[config.mk]
export PLATFORM = sky130hd
export DESIGN_NAME = tcu8_timer
export DESIGN_NICKNAME = d
export VERILOG_FILES = /design/src/pkg/tcu8_pkg.sv /design/src/hw/tcu8_clk_sel.sv /design/src/hw/tcu8_timer.sv
export VERILOG_INCLUDE_DIRS = /design/src /design/src/pkg
export SDC_FILE = /design/constraint.sdc
export NUM_CORES = 1
export LEC_CHECK = 0
export ABC_AREA = 1
export BUFFER_PORTS_ARGS = -buffer_cell sky130_fd_sc_hd__clkbuf_2
export CORE_MARGIN = 3
export CORE_UTILIZATION = 45
export DETAILED_ROUTE_END_ITERATION = 8
export HOLD_SLACK_MARGIN = 0.02
export PLACE_DENSITY = 0.67
export SLEW_MARGIN = 20
export SYNTH_ARGS = -nofsm -noshare
export SYNTH_HDL_FRONTEND = slang
export SYNTH_HIERARCHICAL = 1
export SYNTH_SLANG_ARGS = --single-unit
[constraint.sdc]
create_clock -name i_ref_clk -period 3.4 [get_ports i_ref_clk]
set_input_delay 0.68 -clock i_ref_clk [delete_from_list [all_inputs] [get_ports i_ref_clk]]
set_output_delay 0.68 -clock i_ref_clk [all_outputs]
set_load 0.05 [all_outputs]
[src/pkg/tcu8_consts.svh]
// tcu8_consts.svh: offsets-free constants of the 8-bit compare timer.
// assumes: included by bare name from design files; definitions only.
`ifndef TCU8_CONSTS_SVH
`define TCU8_CONSTS_SVH

// ==========================================================
// count extremes
`define TCU8_BOTTOM        8'h00
`define TCU8_MAX           8'hff
// ==========================================================
// mode encodings of the 2-bit waveform mode field
`define TCU8_WGM_NORMAL    2'h0
`define TCU8_WGM_PHASE     2'h1
`define TCU8_WGM_CLEAR     2'h2
`define TCU8_WGM_FAST      2'h3
// ==========================================================
// output action encodings
`define TCU8_COM_NONE      2'h0
`define TCU8_COM_TOGGLE    2'h1
`define TCU8_COM_CLEAR     2'h2
`define TCU8_COM_SET       2'h3
// ==========================================================
// reset values and prescaler width
`define TCU8_COUNT_RST     8'h00
`define TCU8_CMP_RST       8'h00
`define TCU8_PRE_WIDTH     10

`endif

[src/pkg/tcu8_pkg.sv]
// tcu8_pkg: types shared by the compare timer files.
// assumes: compiled before any design module.
package tcu8_pkg;
    // counting direction of the dual-slope mode
    typedef enum logic {
        TCU8_UP,
        TCU8_DOWN
    } tcu8_dir_e;
    typedef logic [7:0] tcu8_byte_t;
endpackage

[src/hw/tcu8_clk_sel.sv]
// tcu8_clk_sel: timer clock enable generator with 10-bit prescaler.
// assumes: i_xtal_tick is a one-cycle pulse already in the i_ref_clk domain.
`timescale 1ns/1ps
`include "tcu8_consts.svh"
module tcu8_clk_sel
    import tcu8_pkg::*;
#(
    parameter int PRE_W = `TCU8_PRE_WIDTH
) (
    // clock and reset
    input  wire logic       i_ref_clk,
    input  wire logic       i_sys_rst,
    // source selection
    input  wire logic       i_async_clock_select,
    input  wire logic       i_xtal_tick,
    input  wire logic [2:0] i_clock_select,
    // timer clock enable
    output logic            o_timer_tick
);
    // ==========================================================
    // source and prescaler
    logic             src_tick;
    logic [PRE_W-1:0] pre_q;
    logic [PRE_W-1:0] pre_inc;
    logic [PRE_W-1:0] wrap;
    logic             sel_tick;

    // internal clock ticks every cycle, crystal only on its rising edges
    assign src_tick = i_async_clock_select ? i_xtal_tick : 1'b1; // RULE4 RULE5
    assign pre_inc  = pre_q + {{(PRE_W-1){1'b0}}, 1'b1};
    // a tap fires when the low bits all roll over on a source tick
    assign wrap     = ~pre_q;

    // divisions 1, 8, 32, 64, 128, 256, 1024
    always_comb begin
        case (i_clock_select)
            3'h1:    sel_tick = src_tick;
            3'h2:    sel_tick = src_tick & (pre_q[2:0] == 3'h7);
            3'h3:    sel_tick = src_tick & (pre_q[4:0] == 5'h1f);
            3'h4:    sel_tick = src_tick & (pre_q[5:0] == 6'h3f);
            3'h5:    sel_tick = src_tick & (pre_q[6:0] == 7'h7f);
            3'h6:    sel_tick = src_tick & (pre_q[7:0] == 8'hff);
            3'h7:    sel_tick = src_tick & (wrap == '0);
            default: sel_tick = 1'b0; // RULE6
        endcase
    end

    // prescaler runs freely on source ticks; RULE28
    always_ff @(posedge i_ref_clk or posedge i_sys_rst) begin
        if (i_sys_rst) begin
            pre_q <= '0;
        end else if (src_tick) begin
            pre_q <= pre_inc;
        end
    end

    // registered so the top sees a clean one-cycle enable
    always_ff @(posedge i_ref_clk or posedge i_sys_rst) begin
        if (i_sys_rst) begin
            o_timer_tick <= 1'b0;
        end else begin
            o_timer_tick <= sel_tick;
        end
    end
endmodule

[src/hw/tcu8_timer.sv]
// tcu8_timer: 8-bit timer/counter with one compare channel.
// assumes: software strobes are one-cycle pulses on i_ref_clk; osc_pin_in is a raw pin.
// Functional notes
// RULE1: counter and compare value are eight bits
// RULE2: floor at 0x00, ceiling at 0xFF flagged
// RULE3: limit is 0xFF or compare value per mode
// RULE4: timer clock defaults to internal clock
// RULE5: async select takes clock from crystal pins
// RULE6: clock select zero stops the counter
// RULE7: each timer tick clears, increments or decrements
// RULE8: counter readable and writable without timer clock
// RULE9: software counter write beats clear or count
// RULE10: waveform mode sets sequence and overflow flag
// RULE11: compare flag set one tick after equality
// RULE12: compare flag interrupts; clears on ack or one
// RULE13: flags and masks shown through shared registers
// RULE14: compare buffered in pulse modes only
// RULE15: buffer loads at top or bottom only
// RULE16: writes reach buffer or active register
// RULE17: force strobe acts on output only
// RULE18: counter write blocks next tick's match
// RULE19: output formed from match, ceiling, floor
// RULE20: output state holds across mode changes
// RULE21: output action changes apply at once
// RULE22: software avoids counter writes equal to compare
// RULE23: mode zero counts up, overflow at wrap
// RULE24: mode two clears counter on match
// RULE25: mode three single slope, set/clear output
// RULE26: output action zero leaves output unchanged
// RULE27: mode one counts up then down
// RULE28: prescaler divides source for nonzero selects
`timescale 1ns/1ps
`include "tcu8_consts.svh"
module tcu8_timer
    import tcu8_pkg::*;
(
    // clock and reset
    input  wire logic       i_ref_clk,
    input  wire logic       i_sys_rst,
    // crystal oscillator pins
    input  wire logic       i_osc_pin_in,
    output logic            o_osc_pin_out,
    // control fields
    input  wire logic       i_async_clock_select,
    input  wire logic [2:0] i_clock_select,
    input  wire logic [1:0] i_waveform_mode,
    input  wire logic [1:0] i_output_action,
    input  wire logic       i_force_compare,
    input  wire logic       i_compare_irq_enable,
    input  wire logic       i_overflow_irq_enable,
    // counter access
    input  wire logic       i_count_wr,
    input  wire logic [7:0] i_count_wdata,
    output logic [7:0]      o_count_value,
    // compare access
    input  wire logic       i_compare_wr,
    input  wire logic [7:0] i_compare_wdata,
    output logic [7:0]      o_compare_value,
    // flags: write-one-to-clear and interrupt acknowledge
    input  wire logic       i_flag_clr_overflow,
    input  wire logic       i_flag_clr_compare,
    input  wire logic       i_irq_ack_overflow,
    input  wire logic       i_irq_ack_compare,
    output logic            o_overflow_flag,
    output logic            o_compare_flag,
    output logic            o_overflow_irq,
    output logic            o_compare_irq,
    // waveform output
    output logic            o_compare_output
);
    // ==========================================================
    // state
    tcu8_byte_t cnt_q;
    tcu8_byte_t cnt_d;
    tcu8_byte_t ocr_q;
    tcu8_byte_t ocr_buf_q;
    tcu8_dir_e  dir_q;
    tcu8_dir_e  dir_d;
    logic       oc_q;
    logic       oc_d;
    logic       ovf_q;
    logic       cmpf_q;
    logic       block_q;
    logic       ovf_irq_q;
    logic       cmp_irq_q;
    logic [2:0] xs_q;
    logic       xlvl_q;
    logic       xtal_tick;
    logic       tick;

    // ==========================================================
    // crystal pin: three flops, rising edge counts when second and third agree high
    always_ff @(posedge i_ref_clk or posedge i_sys_rst) begin
        if (i_sys_rst) begin
            xs_q <= 3'h0;
        end else begin
            xs_q <= {xs_q[1:0], i_osc_pin_in};
        end
    end
    // accepted level moves only once the second and third flops agree
    always_ff @(posedge i_ref_clk or posedge i_sys_rst) begin
        if (i_sys_rst) begin
            xlvl_q <= 1'b0;
        end else if (xs_q[1] == xs_q[2]) begin
            xlvl_q <= xs_q[2];
        end
    end
    // a rise of the accepted level is one source tick; RULE5
    assign xtal_tick = xs_q[1] & xs_q[2] & ~xlvl_q;

    // the oscillator's inverting output leg
    always_ff @(posedge i_ref_clk or posedge i_sys_rst) begin
        if (i_sys_rst) begin
            o_osc_pin_out <= 1'b1;
        end else begin
            o_osc_pin_out <= ~xs_q[2];
        end
    end

    // ==========================================================
    // timer clock enable
    tcu8_clk_sel u_clk_sel (
        .i_ref_clk            (i_ref_clk),
        .i_sys_rst            (i_sys_rst),
        .i_async_clock_select (i_async_clock_select),
        .i_xtal_tick          (xtal_tick),
        .i_clock_select       (i_clock_select),
        .o_timer_tick         (tick)
    );

    // ==========================================================
    // decode of mode, extremes and match
    logic is_pwm;
    logic at_bottom;
    logic at_max;
    logic at_top;
    logic match;
    logic match_ev;
    logic dual;
    assign is_pwm    = i_waveform_mode[0]; // modes 1 and 3
    assign dual      = (i_waveform_mode == `TCU8_WGM_PHASE);
    assign at_bottom = (cnt_q == `TCU8_BOTTOM); // RULE2
    assign at_max    = (cnt_q == `TCU8_MAX); // RULE2
    // limit is the compare value only in clear-on-match mode
    assign at_top    = (i_waveform_mode == `TCU8_WGM_CLEAR) ? (cnt_q == ocr_q) : at_max; // RULE3
    assign match     = (cnt_q == ocr_q); // RULE1
    // a counter write blocks matches during the next timer tick
    assign match_ev  = tick & match & ~block_q; // RULE18

    // ==========================================================
    // counting sequence per mode
    always_comb begin
        cnt_d = cnt_q;
        dir_d = dir_q;
        if (tick) begin
            case (i_waveform_mode)
                `TCU8_WGM_NORMAL: cnt_d = cnt_q + 8'h01; // RULE23
                `TCU8_WGM_CLEAR:  cnt_d = at_top ? `TCU8_BOTTOM : cnt_q + 8'h01; // RULE24
                `TCU8_WGM_FAST:   cnt_d = at_max ? `TCU8_BOTTOM : cnt_q + 8'h01; // RULE25
                `TCU8_WGM_PHASE: begin
                    // turn around at the extremes; RULE27
                    if (dir_q == TCU8_UP) begin
                        if (at_max) begin
                            dir_d = TCU8_DOWN;
                            cnt_d = cnt_q - 8'h01;
                        end else begin
                            cnt_d = cnt_q + 8'h01;
                        end
                    end else begin
                        if (at_bottom) begin
                            dir_d = TCU8_UP;
                            cnt_d = cnt_q + 8'h01;
                        end else begin
                            cnt_d = cnt_q - 8'h01;
                        end
                    end
                end
                default: cnt_d = cnt_q;
            endcase // RULE7 RULE10
        end
        if (!dual) begin
            dir_d = TCU8_UP;
        end
        if (i_count_wr) begin
            cnt_d = i_count_wdata; // RULE8 RULE9
        end
    end

    // counter and direction
    always_ff @(posedge i_ref_clk or posedge i_sys_rst) begin
        if (i_sys_rst) begin
            cnt_q <= `TCU8_COUNT_RST;
            dir_q <= TCU8_UP;
        end else begin
            cnt_q <= cnt_d;
            dir_q <= dir_d;
        end
    end

    // match blocking window lasts until the next timer tick
    always_ff @(posedge i_ref_clk or posedge i_sys_rst) begin
        if (i_sys_rst) begin
            block_q <= 1'b0;
        end else if (i_count_wr) begin
            block_q <= 1'b1; // RULE18
        end else if (tick) begin
            block_q <= 1'b0;
        end
    end

    // ==========================================================
    // compare value, buffered only in pulse-width modes
    logic ocr_update;
    assign ocr_update = is_pwm & tick & (dual ? at_max : at_bottom); // RULE15

    always_ff @(posedge i_ref_clk or posedge i_sys_rst) begin
        if (i_sys_rst) begin
            ocr_buf_q <= `TCU8_CMP_RST;
        end else if (i_compare_wr) begin
            ocr_buf_q <= i_compare_wdata; // RULE16
        end
    end

    // direct write wins when unbuffered, else load at the cycle boundary
    always_ff @(posedge i_ref_clk or posedge i_sys_rst) begin
        if (i_sys_rst) begin
            ocr_q <= `TCU8_CMP_RST;
        end else if (!is_pwm && i_compare_wr) begin
            ocr_q <= i_compare_wdata; // RULE14 RULE16
        end else if (!is_pwm) begin
            ocr_q <= ocr_buf_q & ocr_q | ocr_q & ~ocr_buf_q;
        end else if (ocr_update) begin
            ocr_q <= ocr_buf_q; // RULE14
        end
    end

    // ==========================================================
    // waveform generator; action field read live, no buffering
    logic force_ev;
    logic act;
    assign force_ev = i_force_compare & ~is_pwm; // RULE17

    always_comb begin
        oc_d = oc_q; // RULE20
        act  = match_ev | force_ev;
        case (i_waveform_mode)
            `TCU8_WGM_FAST: begin
                // non-inverting clears on match, sets at floor
                if (i_output_action[1]) begin
                    if (match_ev) begin
                        oc_d = i_output_action[0]; // RULE25
                    end else if (tick && at_max) begin
                        oc_d = ~i_output_action[0]; // RULE19
                    end
                end
            end
            `TCU8_WGM_PHASE: begin
                // clear on up-match, set on down-match when non-inverting
                if (i_output_action[1] && match_ev) begin
                    oc_d = (dir_q == TCU8_UP) ? i_output_action[0] : ~i_output_action[0];
                end // RULE27
            end
            default: begin
                if (act) begin
                    case (i_output_action)
                        `TCU8_COM_TOGGLE: oc_d = ~oc_q;
                        `TCU8_COM_CLEAR:  oc_d = 1'b0;
                        `TCU8_COM_SET:    oc_d = 1'b1;
                        default:          oc_d = oc_q; // RULE26
                    endcase // RULE19 RULE21
                end
            end
        endcase
    end

    always_ff @(posedge i_ref_clk or posedge i_sys_rst) begin
        if (i_sys_rst) begin
            oc_q <= 1'b0;
        end else begin
            oc_q <= oc_d;
        end
    end

    // ==========================================================
    // flags: set beats clear in the same cycle
    logic ovf_set;
    logic ovf_clr;
    logic cmp_set;
    logic cmp_clr;
    // normal and clear modes overflow when counting from max to zero
    assign ovf_set = tick & (dual ? at_bottom & (dir_q == TCU8_DOWN) : at_max); // RULE10 RULE23
    assign ovf_clr = i_flag_clr_overflow | i_irq_ack_overflow;
    // equality seen in a tick cycle is registered at the clock edge ending that cycle; RULE11
    assign cmp_set = match_ev;
    assign cmp_clr = i_flag_clr_compare | i_irq_ack_compare; // RULE12

    always_ff @(posedge i_ref_clk or posedge i_sys_rst) begin
        if (i_sys_rst) begin
            ovf_q  <= 1'b0;
            cmpf_q <= 1'b0;
        end else begin
            ovf_q  <= ovf_set | (ovf_q & ~ovf_clr);
            cmpf_q <= cmp_set | (cmpf_q & ~cmp_clr); // RULE11 RULE12
        end
    end

    // masked requests, registered for clean outputs; RULE13
    always_ff @(posedge i_ref_clk or posedge i_sys_rst) begin
        if (i_sys_rst) begin
            ovf_irq_q <= 1'b0;
            cmp_irq_q <= 1'b0;
        end else begin
            ovf_irq_q <= ovf_set | (ovf_q & ~ovf_clr) ? i_overflow_irq_enable : 1'b0;
            cmp_irq_q <= cmp_set | (cmpf_q & ~cmp_clr) ? i_compare_irq_enable : 1'b0; // RULE12
        end
    end

    // ==========================================================
    // outputs straight from flops, compare value through a mode-selected mux
    assign o_count_value    = cnt_q;
    assign o_compare_value  = is_pwm ? ocr_buf_q : ocr_q; // RULE16
    assign o_overflow_flag  = ovf_q;
    assign o_compare_flag   = cmpf_q;
    assign o_overflow_irq   = ovf_irq_q;
    assign o_compare_irq    = cmp_irq_q;
    assign o_compare_output = oc_q;
endmodule

==> impl_metrics.py <==
metrics = {
    "sta": {
        "fin_crit_sh_pct": 67.7,
        "rsz0062_at_grt": "false",
        "slew_headroom_pct": 55.4,
        "final_max_slew_viol_count": 0,
        "fin_setup_tns_ps": 0,
        "skew_ps": 13.0,
        "setup_viol": 0,
        "fmax_ghz": 0.434,
        "worstMarginPinSlew_ps": 669,
        "fin_crit_ps": 2300,
        "hold_viol_final": 0,
    },
    "cts": {
        "clockRootBuffer": "clkbuf_8",
        "cts_tree": "built",
        "post-cts-setup-buffers": 0,
        "clock_latency_ps": 310,
        "h-tree-depth": 2,
        "path_clk_slew_ps": 100,
        "cts-hold-fix-buffers": 0,
        "ctsResizeCount": 0,
        "cts_max_path_buffers": 2,
        "cts_made_buffers": 5,
        "clock_sinks": 47,
    },
    "final_layout": {
        "regArea_sq_um": 1180,
        "syn_to_final_growth_pct": 14.7,
        "final_nets": 503,
        "drive_gt1_share_pct": 22.4,
        "fillers": 620,
        "multi_input_area_sq_um": 1550,
        "diodes": 0,
        "layout.cells.non_filler": 537,
    },
    "yosys": {
        "synthTopCellsByCount": "nand2_1, inv_1, dfrtp_1, o21ai_0, nor2_1",
        "syn_avg_cell_area_sq_um": 7.47,
        "synth_top_cells_by_area": "dfrtp_1, nand2_1, inv_1",
        "ys_ff_latch": 47,
        "yosysWarnings": 6,
        "synth_top_area_share_pct": 38.2,
        "synth_top_area_cell": "dfrtp_1",
        "ys_seq_area_share_pct": 39.1,
        "yosysMostFrequentCell": "nand2_1",
        "syn_inst": 403,
        "synth-main-ff-cell": "dfrtp_1",
        "synth_cell_types": 37,
        "synthArstFlopShare_pct": 100,
        "synth_area_sq_um": 3010,
        "synth_nets": 447,
        "synth_edf_count": 0,
    },
    "power": {
        "vdd_drop_max_mv": 0.231,
        "p_per_area_nw_per_um2": 485,
        "p_leak_uw": 0.00186,
        "power.total_uw": 1680,
    },
    "detailed_routing": {
        "dr.first_iter.drc_count": 164,
        "post_drt_wl_per_cell_um": 12.7,
        "vias": 2725,
        "drc_errors": 0,
        "dr.pass1.iters": 5,
        "drt-vias-per-instance": 5.07,
        "drt_wl_total_mm": 6.83,
        "antenna_left": 0,
    },
    "floorplanning": {
        "initial_core_util_pct": 46.9,
        "ios": 58,
        "die_y_um": 87.8,
        "die-width_um": 87.8,
        "rows": 29,
        "core_area_sq_um": 6420,
        "die_area_sq_um": 7710,
    },
    "worst_setup_path": {
        "cp-end-kind": "output pin",
        "cp-start-kind": "primary input",
        "cp_max_fo": 23,
        "reg2reg_setup_slack_ps": 1510,
        "worstSetupPathType": "in2out",
        "cp.required_ps": 2720,
        "cp_data_arrival_time_ps": 1620,
    },
    "global_routing": {
        "grt_max_degree": 24,
        "grt_pass1_vias": 2497,
        "grt_pass1_wl_mm": 11.7,
        "track_usage_pct": 18.8,
        "grt-ovfl-total": 0,
        "antenna_found_initial": 0,
    },
    "placed_design": {
        "dp.cells": 529,
        "portBuffers": 57,
        "dp_hpwl_mm": 5.35,
        "gp_routability_congestion": 0.856,
    },
    "flow_run": {
        "maxCapViolCount": 0,
    },
    "run_status": {
        "status": "finished, final reports clean",
    },
    "min_path": {
        "hold_path_class": "in2async",
    },
}
metal layers:
metal | global-route usage, % | up-vias | share of wire, %
li1 | - | 1389 | -
met1 | 26.7 | 1234 | 48
met2 | 30.3 | 91 | 45
met3 | 3.57 | 11 | 6.5
met4 | 3.21 | 0 | 1.0
met5 | 0 | - | 0
area by class of cell:
class / count / area share (%)
clock buffer: 5 / 1.99
inverter: 58 / 6.34
clock inverter: 3 / 1.27
multi-input combinational: 289 / 45.0
tap: 77 / 2.79
sequential: 47 / 34.1
timing repair buffer: 58 / 8.48
final timing paths:
check	from	end	cells after the start
min reg2reg	xs_q[0]	xs_q[1]	0
max	i_waveform_mode[0]	o_compare_value[0]	3
max reg2reg	o_count_value[0]	ocr_q[6]	6
min	i_sys_rst	u_clk_sel/pre_q[8]	2
min in group i_ref_clk	xs_q[0]	xs_q[1]	0
max in group asynchronous	i_sys_rst	ocr_buf_q[7]	3
per-stage QoR:
stage	setup slack (ps)	hold WS, ps	instance area (sq um)	utilization [%]
after CTS	1100	352	3450	53.8
after global placement	1150	333	3340	52.0
after global routing	975	368	3450	53.8
after floorplan	699	331	3010	-
final	1100	350	3450	53.8
after detailed placement	1100	338	3340	52.0
worst max-delay path, cell delays in order:
cell and delay (ps):
clkbuf_2 280, o21ai_0 320, clkbuf_2 330
logic make-up after synthesis:
kind of cell	count (synthesis)	share of synthesized area (%)
and+or+nand+nor	200	29.2
DFF	47	39.1
xor gates and xnor gates	13	3.78
muxes	10	3.74
AOI/OAI and AO/OA	58	11.6
adders and majority gates	8	3.33
buffers and inverters	67	9.27
registers in the layout, summed over array words and instances, names as in the netlist:
signal / flops
o_count_value: 8
o_overflow_flag: 1
ocr_q: 8
dir_q: 1
xs_q: 3
o_osc_pin_out: 1
o_compare_irq: 1
block_q: 1
xlvl_q: 1
ocr_buf_q: 8
o_compare_output: 1
o_compare_flag: 1
o_overflow_irq: 1
u_clk_sel/pre_q: 10
u_clk_sel/o_timer_tick: 1
where the power goes:
| group | switching [uW] | internal [uW] |
|---|---|---|
| sequential | 93.0 | 639 |
| combinational | 346 | 174 |
| clock | 204 | 219 |
| total | 644 | 1030 |
layout by cell type, fill, tap and decap left out, types with 2 or more instances in the layout:
cell        n
a21boi_0    2
nand2_2     4
a21oi_1     8
nand4_1     7
clkinv_2    2
a22oi_1     6
ha_1        8
mux2_2     10
inv_1      51
o21ai_0    31
nand3_1    21
nor2_1     27
o21ai_2     2
xnor2_1     4
nor2_2      4
o31ai_1     2
clkbuf_2   57
nand2_1   128
clkbuf_8    5
nand3_2     2
dfrtp_1    46
xor2_1      9
nor2_4      3
inv_2       6
Power figures use the tool's default switching activity.
